$ cat config.mk
export PLATFORM = sky130hd
export DESIGN_NAME = rpt_timers
export DESIGN_NICKNAME = d
export VERILOG_FILES = /design/src/inc/rpt_pkg.sv /design/src/hdl/rpt_countdown.sv /design/src/hdl/rpt_timers.sv
export SDC_FILE = /design/constraint.sdc
export NUM_CORES = 1
export LEC_CHECK = 0
export BUFFER_PORTS_ARGS = -buffer_cell sky130_fd_sc_hd__buf_2
export CAP_MARGIN = 20
export CORE_ASPECT_RATIO = 1.25
export CORE_MARGIN = 2
export CORE_UTILIZATION = 58
export CTS_CLUSTER_DIAMETER = 30
export CTS_CLUSTER_SIZE = 14
export DETAILED_ROUTE_END_ITERATION = 16
export PLACE_DENSITY = 0.84
export SYNTH_ARGS = -nofsm -noshare
export SYNTH_HDL_FRONTEND = slang
export SYNTH_SLANG_ARGS = --single-unit
$ cat constraint.sdc
create_clock -name hclk -period 2.9 [get_ports hclk]
set_clock_uncertainty 0.1 [all_clocks]
set_input_delay 0.435 -clock hclk [delete_from_list [all_inputs] [get_ports hclk]]
set_output_delay 0.435 -clock hclk [all_outputs]
set_load 0.01 [all_outputs]
$ cat src/inc/rpt_pkg.sv
package rpt_pkg;
   // register word indices; byte address is four times the index
   localparam logic [3:0] IDX_CTRL = 4'h0;
   localparam logic [3:0] IDX_MASK_TO = 4'h1;
   localparam logic [3:0] IDX_NR_TO_HI = 4'h2;
   localparam logic [3:0] IDX_NR_TO_LO = 4'h3;
   localparam logic [3:0] IDX_GPT_TO = 4'h4;
   localparam logic [3:0] IDX_WU_CTRL = 4'h5;
   localparam logic [3:0] IDX_CMD = 4'h6;
   localparam logic [3:0] IDX_STATUS = 4'h7;
   localparam logic [3:0] IDX_TIMER_IRQ = 4'h8;
   localparam logic [3:0] IDX_ERR_WU_IRQ = 4'h9;
   localparam int IDX_LSB = 2;
   localparam int IDX_MSB = 5;
   localparam int MAP_TOP = 6;

   // control register fields
   localparam int CB_NFC_ACTIVE = 0;
   localparam int CB_LP_TARGET = 1;
   localparam int CB_SQUELCH_EN = 2;
   localparam int CB_NR_STEP = 3;
   localparam int CB_NR_UNCOND = 4;
   localparam int CB_GPT_TRIG = 5;
   localparam int CB_WU_MODE = 7;
   localparam logic [7:0] CTRL_RST = 8'h00;

   typedef enum logic [1:0] {
      GT_NONE = 2'b00,
      GT_RX_START = 2'b01,
      GT_RX_END = 2'b10,
      GT_FIELD_OFF = 2'b11
   } rpt_gpt_trig_t;

   // command register bits, write one to act
   localparam int CMD_CLEAR = 0;
   localparam int CMD_MASK = 1;
   localparam int CMD_NR = 2;
   localparam int CMD_GPT = 3;
   localparam int CMD_WU = 4;

   // status and flag fields
   localparam int ST_RUN = 0;
   localparam int ST_WIN = 4;
   localparam int ST_SQUELCH = 5;
   localparam int ST_OBSERVE = 6;
   localparam int ST_FORCE_OFF = 7;
   localparam int TI_NR = 0;
   localparam int TI_GPT = 1;
   localparam int EI_WU = 0;

   // timer slots
   localparam int NT = 4;
   localparam int T_MASK = 0;
   localparam int T_NR = 1;
   localparam int T_GPT = 2;
   localparam int T_WU = 3;
   localparam int TW = 16;

   // steps in carrier periods; the input tick is one step of CARRIER_PER_TICK
   localparam int CARRIER_PER_TICK = 64;
   localparam int NR_LONG_STEP = 4096;
   localparam int LP_MASK_STEP = 512;
   localparam int NR_LONG_DIV = NR_LONG_STEP / CARRIER_PER_TICK;
   localparam int LP_MASK_DIV = LP_MASK_STEP / CARRIER_PER_TICK;
   localparam int PRE_W = $clog2(NR_LONG_DIV);

   // wake-up periods in ms, selected by a 3-bit field
   localparam logic [2:0] WU_SEL_RST = 3'h3;
   function automatic logic [15:0] rpt_wu_ms(input logic [2:0] sel);
      logic [15:0] ms;
      ms = 16'h0000;
      case (sel)
         3'h0: ms = 16'd10;
         3'h1: ms = 16'd20;
         3'h2: ms = 16'd50;
         3'h3: ms = 16'd100;
         3'h4: ms = 16'd200;
         3'h5: ms = 16'd400;
         3'h6: ms = 16'd600;
         default: ms = 16'd800;
      endcase
      return ms;
   endfunction
endpackage

$ cat src/hdl/rpt_countdown.sv
`timescale 1ns/1ns
module rpt_countdown #(
   parameter int W = 16
) (
   input wire logic hclk,
   input wire logic hresetn,
   input wire logic start,
   input wire logic stop,
   input wire logic tick,
   input wire logic [W-1:0] load,
   output logic running,
   output logic expired
);
   typedef struct packed {
      logic run;
      logic [W-1:0] cnt;
   } rpt_cd_state_t;

   rpt_cd_state_t s_q;
   rpt_cd_state_t s_d;

   initial begin
      if (W < 2) $error("rpt_countdown width too small");
   end

   // expiry is seen even if a stop or restart lands in the same cycle
   assign expired = s_q.run & tick & (s_q.cnt == W'(1));
   assign running = s_q.run;

   always_comb begin
      s_d = s_q;
      if (start) begin
         // a zero setting leaves the timer idle
         s_d.run = (load != '0);
         s_d.cnt = load;
      end else if (stop) begin
         s_d.run = 1'b0;
      end else if (s_q.run && tick) begin
         s_d.cnt = s_q.cnt - W'(1);
         if (s_q.cnt == W'(1)) begin
            s_d.run = 1'b0;
         end
      end
   end

   always_ff @(posedge hclk or negedge hresetn) begin
      if (!hresetn) begin
         s_q <= '0;
      end else begin
         s_q <= s_d;
      end
   end
endmodule

$ cat src/hdl/rpt_timers.sv
// The register addresses and the AHB-Lite register port were left to the implementer.
`timescale 1ns/1ns
// Behaviour
// - clear stops all timers but wake-up; unconditional mode keeps no-response running.
// - end of transmit starts no-response timer, and mask receive timer outside active peer and low power target modes.
// - receive window held closed while mask receive timer runs.
// - squelch on while mask timer runs if enabled; mask expiry raises no flag.
// - in active peer mode, mask timer starts on peer field on.
// - low power target: command starts mask timer, step 512 carrier periods, then observe.
// - no-response timeout from two registers; expiry sets its flag.
// - no-response step selects 64 or 4096 carrier periods.
// - conditional mode: expiry flags and closes window; reply start stops silently except in active peer mode.
// - unconditional mode: expiry always flags; closes window only if no reply busy.
// - no-response command starts or restarts; ignored in active peer mode.
// - active mode: no-response expiry before peer field on raises flag.
// - general timer triggered by rx start, rx end or, in active peer mode only, field off; expiry flags.
// - general timer command starts or restarts it from its setting.
// - wake-up command refused in wake-up mode; runs rc oscillator; sets wake-up flag.
// - carrier timers need the crystal; wake-up timer runs from the rc clock.
// - wake-up period selects 10 to 800 ms, 100 ms after reset.
module rpt_timers #(
   parameter int RC_KHZ = 32
) (
   input wire logic hclk,
   input wire logic hresetn,
   input wire logic hsel,
   input wire logic [31:0] haddr,
   input wire logic [1:0] htrans,
   input wire logic hwrite,
   input wire logic [2:0] hsize,
   input wire logic [31:0] hwdata,
   input wire logic hready,
   output logic hreadyout,
   output logic hresp,
   output logic [31:0] hrdata,
   input wire logic carrier_div64_tick,
   input wire logic xtal_running,
   input wire logic rc_osc_clk,
   input wire logic tx_done,
   input wire logic rx_reply_start,
   input wire logic rx_reply_end,
   input wire logic rx_reply_busy,
   input wire logic peer_field_on,
   input wire logic peer_field_off,
   output logic receive_window_active,
   output logic squelch_on,
   output logic rx_observe,
   output logic rc_osc_enable,
   output logic irq
);
   import rpt_pkg::*;

   typedef struct packed {
      logic wr_pend;
      logic wr_ok;
      logic [3:0] wr_idx;
      logic [31:0] rdata;
      logic [7:0] ctrl;
      logic [7:0] mask_to;
      logic [15:0] nr_to;
      logic [15:0] gpt_to;
      logic [2:0] wu_sel;
      logic [PRE_W-1:0] pre;
      logic force_off;
      logic observe;
      logic win;
      logic squelch;
      logic nr_flag;
      logic gpt_flag;
      logic wu_flag;
      logic irq;
      logic rc_s1;
      logic rc_s2;
      logic rc_s3;
   } rpt_state_t;

   rpt_state_t s_q;
   rpt_state_t s_d;

   logic [NT-1:0] t_start;
   logic [NT-1:0] t_stop;
   logic [NT-1:0] t_tick;
   logic [NT-1:0] t_run;
   logic [NT-1:0] t_exp;
   logic [TW-1:0] t_load [NT];
   logic acc;
   logic [7:0] cmd;
   logic clr;
   logic nfc_act;
   logic lp_tgt;
   logic uncond;
   logic ctick;
   logic rc_tick;
   logic [31:0] wu_cnt;

   initial begin
      if (RC_KHZ < 1 || RC_KHZ > 80) $error("rc clock rate out of range for the wake-up counter");
   end

   assign hreadyout = 1'b1;
   assign hresp = 1'b0;
   assign hrdata = s_q.rdata;
   assign receive_window_active = s_q.win;
   assign squelch_on = s_q.squelch;
   assign rx_observe = s_q.observe;
   assign rc_osc_enable = t_run[T_WU];
   assign irq = s_q.irq;

   assign nfc_act = s_q.ctrl[CB_NFC_ACTIVE];
   assign lp_tgt = s_q.ctrl[CB_LP_TARGET];
   assign uncond = s_q.ctrl[CB_NR_UNCOND];
   // crystal-derived timers freeze while the crystal is stopped
   assign ctick = carrier_div64_tick & xtal_running;
   assign rc_tick = s_q.rc_s2 & ~s_q.rc_s3;
   assign wu_cnt = 32'(rpt_wu_ms(s_q.wu_sel)) * 32'(RC_KHZ);

   genvar gi;
   generate
      for (gi = 0; gi < NT; gi++) begin : g_tmr
         rpt_countdown #(.W(TW)) u_cd (
            .hclk(hclk),
            .hresetn(hresetn),
            .start(t_start[gi]),
            .stop(t_stop[gi]),
            .tick(t_tick[gi]),
            .load(t_load[gi]),
            .running(t_run[gi]),
            .expired(t_exp[gi])
         );
      end
   endgenerate

   always_comb begin
      s_d = s_q;
      cmd = 8'h00;
      t_start = '0;
      t_stop = '0;
      t_tick = '0;
      acc = hsel & hready & htrans[1];

      // rc clock pin: two flops, then an edge detector on the second
      s_d.rc_s1 = rc_osc_clk;
      s_d.rc_s2 = s_q.rc_s1;
      s_d.rc_s3 = s_q.rc_s2;

      // data phase of a write
      if (s_q.wr_pend && s_q.wr_ok) begin
         case (s_q.wr_idx)
            IDX_CTRL: s_d.ctrl = hwdata[7:0];
            IDX_MASK_TO: s_d.mask_to = hwdata[7:0];
            IDX_NR_TO_HI: s_d.nr_to[15:8] = hwdata[7:0];
            IDX_NR_TO_LO: s_d.nr_to[7:0] = hwdata[7:0];
            IDX_GPT_TO: s_d.gpt_to = hwdata[15:0];
            IDX_WU_CTRL: s_d.wu_sel = hwdata[2:0];
            IDX_CMD: cmd = hwdata[7:0];
            default: cmd = 8'h00;
         endcase
      end
      s_d.wr_pend = acc & hwrite;
      s_d.wr_ok = (haddr[31:MAP_TOP] == '0);
      s_d.wr_idx = haddr[IDX_MSB:IDX_LSB];
      // clear outranks any mask, no-response or general timer start written in the same word; a wake-up start still goes ahead
      clr = cmd[CMD_CLEAR];

      // shared prescaler over carrier ticks
      if (ctick) begin
         s_d.pre = s_q.pre + PRE_W'(1);
      end
      t_tick[T_MASK] = lp_tgt ? (ctick && s_q.pre[2:0] == 3'(LP_MASK_DIV - 1)) : ctick;
      t_tick[T_NR] = s_q.ctrl[CB_NR_STEP] ? (ctick && s_q.pre == PRE_W'(NR_LONG_DIV - 1)) : ctick;
      t_tick[T_GPT] = ctick;
      t_tick[T_WU] = rc_tick;

      t_load[T_MASK] = TW'(s_q.mask_to);
      t_load[T_NR] = s_q.nr_to;
      t_load[T_GPT] = s_q.gpt_to;
      t_load[T_WU] = wu_cnt[TW-1:0];

      // mask receive timer
      if (!clr) begin
         if (lp_tgt) begin
            t_start[T_MASK] = cmd[CMD_MASK];
         end else if (nfc_act) begin
            t_start[T_MASK] = peer_field_on | cmd[CMD_MASK];
         end else begin
            t_start[T_MASK] = tx_done | cmd[CMD_MASK];
         end
      end
      t_stop[T_MASK] = clr;

      // no-response timer
      if (!clr) begin
         t_start[T_NR] = tx_done | (cmd[CMD_NR] & ~nfc_act);
      end
      t_stop[T_NR] = (clr & ~uncond)
                   | (rx_reply_start & ~uncond & ~nfc_act)
                   | (peer_field_on & nfc_act);

      // general purpose timer
      if (!clr) begin
         t_start[T_GPT] = cmd[CMD_GPT];
         unique case (rpt_gpt_trig_t'(s_q.ctrl[CB_GPT_TRIG +: 2]))
            GT_NONE: ;
            GT_RX_START: t_start[T_GPT] = t_start[T_GPT] | rx_reply_start;
            GT_RX_END: t_start[T_GPT] = t_start[T_GPT] | rx_reply_end;
            GT_FIELD_OFF: t_start[T_GPT] = t_start[T_GPT] | (peer_field_off & nfc_act);
         endcase
      end
      t_stop[T_GPT] = clr;

      // wake-up timer ignores clear and is refused in wake-up mode
      t_start[T_WU] = cmd[CMD_WU] & ~s_q.ctrl[CB_WU_MODE];

      // receive window
      if (t_start[T_NR] || t_start[T_MASK]) begin
         s_d.force_off = 1'b0;
      end
      if (t_exp[T_NR] && !(uncond && rx_reply_busy)) begin
         s_d.force_off = 1'b1;
      end
      if (t_start[T_MASK] || clr || rx_reply_start) begin
         s_d.observe = 1'b0;
      end
      if (t_exp[T_MASK] && lp_tgt) begin
         s_d.observe = 1'b1;
      end
      // window and squelch lag the timer's run bit by one cycle
      s_d.win = ~t_run[T_MASK] & ~s_d.force_off;
      s_d.squelch = t_run[T_MASK] & s_q.ctrl[CB_SQUELCH_EN];

      // read: data comes from the post-write copy so a write is visible at once
      s_d.rdata = 32'h0000_0000;
      if (acc && !hwrite && haddr[31:MAP_TOP] == '0) begin
         case (haddr[IDX_MSB:IDX_LSB])
            IDX_CTRL: s_d.rdata[7:0] = s_d.ctrl;
            IDX_MASK_TO: s_d.rdata[7:0] = s_d.mask_to;
            IDX_NR_TO_HI: s_d.rdata[7:0] = s_d.nr_to[15:8];
            IDX_NR_TO_LO: s_d.rdata[7:0] = s_d.nr_to[7:0];
            IDX_GPT_TO: s_d.rdata[15:0] = s_d.gpt_to;
            IDX_WU_CTRL: s_d.rdata[2:0] = s_d.wu_sel;
            IDX_STATUS: begin
               s_d.rdata[ST_RUN +: NT] = t_run;
               s_d.rdata[ST_WIN] = s_q.win;
               s_d.rdata[ST_SQUELCH] = s_q.squelch;
               s_d.rdata[ST_OBSERVE] = s_q.observe;
               s_d.rdata[ST_FORCE_OFF] = s_q.force_off;
            end
            IDX_TIMER_IRQ: begin
               s_d.rdata[TI_NR] = s_q.nr_flag;
               s_d.rdata[TI_GPT] = s_q.gpt_flag;
               s_d.nr_flag = 1'b0;
               s_d.gpt_flag = 1'b0;
            end
            IDX_ERR_WU_IRQ: begin
               s_d.rdata[EI_WU] = s_q.wu_flag;
               s_d.wu_flag = 1'b0;
            end
            default: s_d.rdata = 32'h0000_0000;
         endcase
      end
      // a new expiry beats the read clear; mask timer expiry sets nothing
      if (t_exp[T_NR]) begin
         s_d.nr_flag = 1'b1;
      end
      if (t_exp[T_GPT]) begin
         s_d.gpt_flag = 1'b1;
      end
      if (t_exp[T_WU]) begin
         s_d.wu_flag = 1'b1;
      end
      s_d.irq = s_d.nr_flag | s_d.gpt_flag | s_d.wu_flag;
   end

   always_ff @(posedge hclk or negedge hresetn) begin
      if (!hresetn) begin
         s_q <= '0;
         s_q.ctrl <= CTRL_RST;
         s_q.wu_sel <= WU_SEL_RST;
         s_q.win <= 1'b1;
      end else begin
         s_q <= s_d;
      end
   end
endmodule

==> metrics.txt <==
final-stage net count=991; mean number of vias per cell=6.31; clock net sink count=158; post-synthesis xor/xnor area fraction=0.0432; Clock Latency Late Sink=440 ps; placed cell count=1048; drt first pass iters=7; CP Max Fanout=21; final instance count without filler cells=1082; clock-pin slew on the worst setup and hold paths=70 ps; Register-to-Register Path Depth=6; Yosys Warn Count=0; H-tree levels=4; area fraction of the dominant cell type after synthesis=0.466; number of violations of the max-capacitance limit=0; least setup slack across all paths after layout=359 ps; cell area after technology mapping=0.00832 mm²; count of unresolved DRC violations after routing=0; antenna violations before repair=0; proportion of synthesized chip area in sequential cells=0.476; mux share of post-synthesis cell area=0.0720; outcome=complete, no violations; number of slew-limit violations in the final report=0; post-synthesis sequential element count=158; cell taking the most area after synthesis=sky130_fd_sc_hd__dfrtp_1; routability congestion estimate=0.960; routed wire length=20100 µm; Power Density=566 mW/mm²; area post-placement=0.00884 mm²; horizontal die dimension=111 µm; leakage component of the power=4.04 nW; Hold Path Sink=s_q[32]; type of the most critical hold path=in2reg; number of synthesized flops with an enable pin=0; CORE AREA=0.0139 mm²; top cells by area, synth=sky130_fd_sc_hd__dfrtp_1 47%, sky130_fd_sc_hd__mux2_2 6.4%, sky130_fd_sc_hd__nor2_1 3.2%; wire length of the first global-routing pass=32800 µm; final instance area=0.00942 mm²; Starting Density=0.597; most instantiated flip-flop cell in the synthesis netlist=sky130_fd_sc_hd__dfrtp_1; CP startpoint kind=flop; count of pins on the block boundary=122; via count=6825; area of the die=0.0153 mm²; worst IR drop on VDD=0.452 mV; count of endpoints failing setup in the final report=0; layout overhead on the synthesized area=13.2%; half-perimeter wire length after detailed placement=14500 µm; WS Path Type=reg2reg; fraction of the cycle the final worst path needs=0.876; min cycle time layout=2540 ps; worst path required time=3170 ps; total power draw=0.00533 W; share of the synthesized area in compound gates (AO/OA/AOI/OAI)=0.132; row count=48; number of post-CTS setup repair buffers=0; Hold Fails Final Rpt=0; diode count=0; Setup Total Neg Slack=0 ps; placement-stage worst setup slack=405 ps; via count of the first global-routing pass=6686; share of post-route cells with drive strength above 1=0.226; Clk Tree Root Cell=sky130_fd_sc_hd__clkbuf_16; global-route congestion overflow total=0; number of routed nets with antenna violations=0; kind of capture point of the worst setup path=flop; initial drt markers=639; arrival time of the worst setup path=2810 ps; worst hold path startpoint=hwdata[12]; Achievable Freq=393 MHz; hold path cells=2; r2r startpoint=s_q[11]; adder and majority gate portion of the synthesized area=0.0211; fraction of registers with async set/reset=1.00; number of input and output port buffers inserted=81; number of buffers inserted during clock tree synthesis=17; largest net degree at the start of global routing=58; total global routing track utilization=0.272; average wire length per cell after detail routing=18.6 µm; main combinational cell family by area after synthesis=simple AND/OR/NAND/NOR gates; number of buffers between clock root and the deepest sink=2; syn avg cell area=10.2 µm²; area share of and/or/nand/nor cells after synthesis=0.198; tightest slew margin relative to the limit=0.467; Critical R2R Capture=g_tmr[1].u_cd.s_q[3]; transition time at the pin with the least slew margin=794 ps; number of distinct library cell variants in the gate-level netlist after synthesis=75; die span in y=138 µm; count of mapped cells out of synthesis=818; clock tree from TritonCTS=yes; RSZ-0062 raised after global routing=no; reg2reg setup slack=360 ps
## layer usage
layer  up-vias  share of wire  GRT usage
li1       3134              -          -
met1      3332           0.40      0.335
met2       301           0.49      0.459
met3        58          0.076     0.0664
met4         0          0.032      0.123
met5         -              0          0
## flip-flops by register name (all words and copies together), names as in the netlist, 2 cells and up
name / flops
g_tmr.u_cd.running: 4
s_q: 66
s_d: 2
g_tmr.u_cd.s_q: 64
hrdata: 16
## critical path, cell delays in order, from the launching register on
cell	delay, ps
sky130_fd_sc_hd__dfrtp_1	390
sky130_fd_sc_hd__ha_1	220
sky130_fd_sc_hd__nand4_1	100
sky130_fd_sc_hd__o31a_1	370
sky130_fd_sc_hd__a211o_1	530
sky130_fd_sc_hd__or4b_1	580
sky130_fd_sc_hd__a31oi_1	170
## power by group
part | internal [W] | leakage (nW) | total [W] | switching [W]
Sequential | 0.00240 | 1.89 | 0.00259 | 0.000196
Combinational | 0.000280 | 1.88 | 0.000621 | 0.000341
Clock | 0.00112 | 0.271 | 0.00211 | 0.000989
## per-stage QoR
| step | utilization | hold WS [ps] |
|---|---|---|
| floorplan | - | 39.4 |
| global placement | 0.635 | 234 |
| detailed placement | 0.635 | 244 |
| CTS | 0.676 | 127 |
| global route | 0.676 | 130 |
| finish | 0.676 | 139 |
## worst max path at each step
stage / slack [ps] / cells past startpoint / end / startpoint
floorplan: 720 / 4 / irq / haddr[21]
global placement: 440 / 6 / g_tmr[1].u_cd.s_q[3] / carrier_div64_tick
detailed placement: 410 / 6 / g_tmr[1].u_cd.s_q[3] / carrier_div64_tick
CTS: 380 / 6 / g_tmr[1].u_cd.s_q[3] / s_q[11]
global route: 250 / 6 / g_tmr[1].u_cd.s_q[3] / s_q[11]
finish: 360 / 6 / g_tmr[1].u_cd.s_q[3] / s_q[11]
## layout make-up
cell class | instances | area [µm²]
Timing Repair Buffer | 109 | 652
Multi-Input combinational cell | 587 | 3960
Fill cell | 1078 | 4510
Sequential cell | 158 | 3960
Clock buffer | 17 | 425
Tap cell | 175 | 219
Inverter | 21 | 78.8
Clock inverter | 15 | 129
## synthesized netlist by cell type (5+ instances only)
| cell type | count |
|---|---|
| sky130_fd_sc_hd__nand3b_1 | 8 |
| sky130_fd_sc_hd__buf_4 | 34 |
| sky130_fd_sc_hd__ha_1 | 14 |
| sky130_fd_sc_hd__inv_1 | 21 |
| sky130_fd_sc_hd__clkbuf_1 | 21 |
| sky130_fd_sc_hd__nand2_1 | 44 |
| sky130_fd_sc_hd__nand2b_1 | 7 |
| sky130_fd_sc_hd__o21ai_0 | 28 |
| sky130_fd_sc_hd__or3_1 | 11 |
| sky130_fd_sc_hd__nor2b_1 | 5 |
| sky130_fd_sc_hd__nand4_1 | 22 |
| sky130_fd_sc_hd__and2_1 | 6 |
| sky130_fd_sc_hd__dfrtp_1 | 155 |
| sky130_fd_sc_hd__a21oi_1 | 32 |
| sky130_fd_sc_hd__mux2i_1 | 7 |
| sky130_fd_sc_hd__nor2_1 | 70 |
| sky130_fd_sc_hd__xnor2_1 | 22 |
| sky130_fd_sc_hd__nor3_1 | 27 |
| sky130_fd_sc_hd__and3_1 | 10 |
| sky130_fd_sc_hd__a21boi_0 | 5 |
| sky130_fd_sc_hd__or4_1 | 12 |
| sky130_fd_sc_hd__a2111oi_0 | 6 |
| sky130_fd_sc_hd__o31ai_1 | 5 |
| sky130_fd_sc_hd__a31oi_1 | 19 |
| sky130_fd_sc_hd__nand3_1 | 21 |
| sky130_fd_sc_hd__nand4b_1 | 8 |
| sky130_fd_sc_hd__xor2_1 | 19 |
| sky130_fd_sc_hd__nor4_1 | 21 |
| sky130_fd_sc_hd__mux2_2 | 47 |
| sky130_fd_sc_hd__a32oi_1 | 5 |
| sky130_fd_sc_hd__buf_2 | 9 |
| sky130_fd_sc_hd__a22oi_1 | 13 |
## layout by cell type (no fill, tap or decap), types with 18 or more instances in the layout
master and count:
sky130_fd_sc_hd__nor4_1 20, sky130_fd_sc_hd__nor2_1 70, sky130_fd_sc_hd__xor2_1 19, sky130_fd_sc_hd__xnor2_1 22, sky130_fd_sc_hd__a21oi_1 32, sky130_fd_sc_hd__dfrtp_1 155, sky130_fd_sc_hd__conb_1 18, sky130_fd_sc_hd__a31oi_1 19
sky130_fd_sc_hd__inv_1 21, sky130_fd_sc_hd__nor3_1 27, sky130_fd_sc_hd__o21ai_0 28, sky130_fd_sc_hd__buf_2 80, sky130_fd_sc_hd__nand4_1 22, sky130_fd_sc_hd__nand2_1 44, sky130_fd_sc_hd__mux2_2 47, sky130_fd_sc_hd__buf_4 24
sky130_fd_sc_hd__nand3_1 21
## cell families (layout without fill, tap and decap cells)
kind of cell / after synthesis / in the layout
XOR/XNOR: 41 / 41
buffers and inverters: 89 / 162
other: 2 / 18
AND/OR/NAND/NOR: 299 / 299
AO/OA/AOI/OAI: 161 / 161
multiplexers: 54 / 54
adder cells (fa/ha/maj): 14 / 14
flip-flops: 158 / 158
## timing repair
| action | 4_1_cts | 5_1_grt |
|---|---|---|
| hold buffers | 2 | 0 |
| hold endpoints to repair | 54 | 0 |
| resized for setup | 0 | 0 |
(Power assumes the default switching activity.)
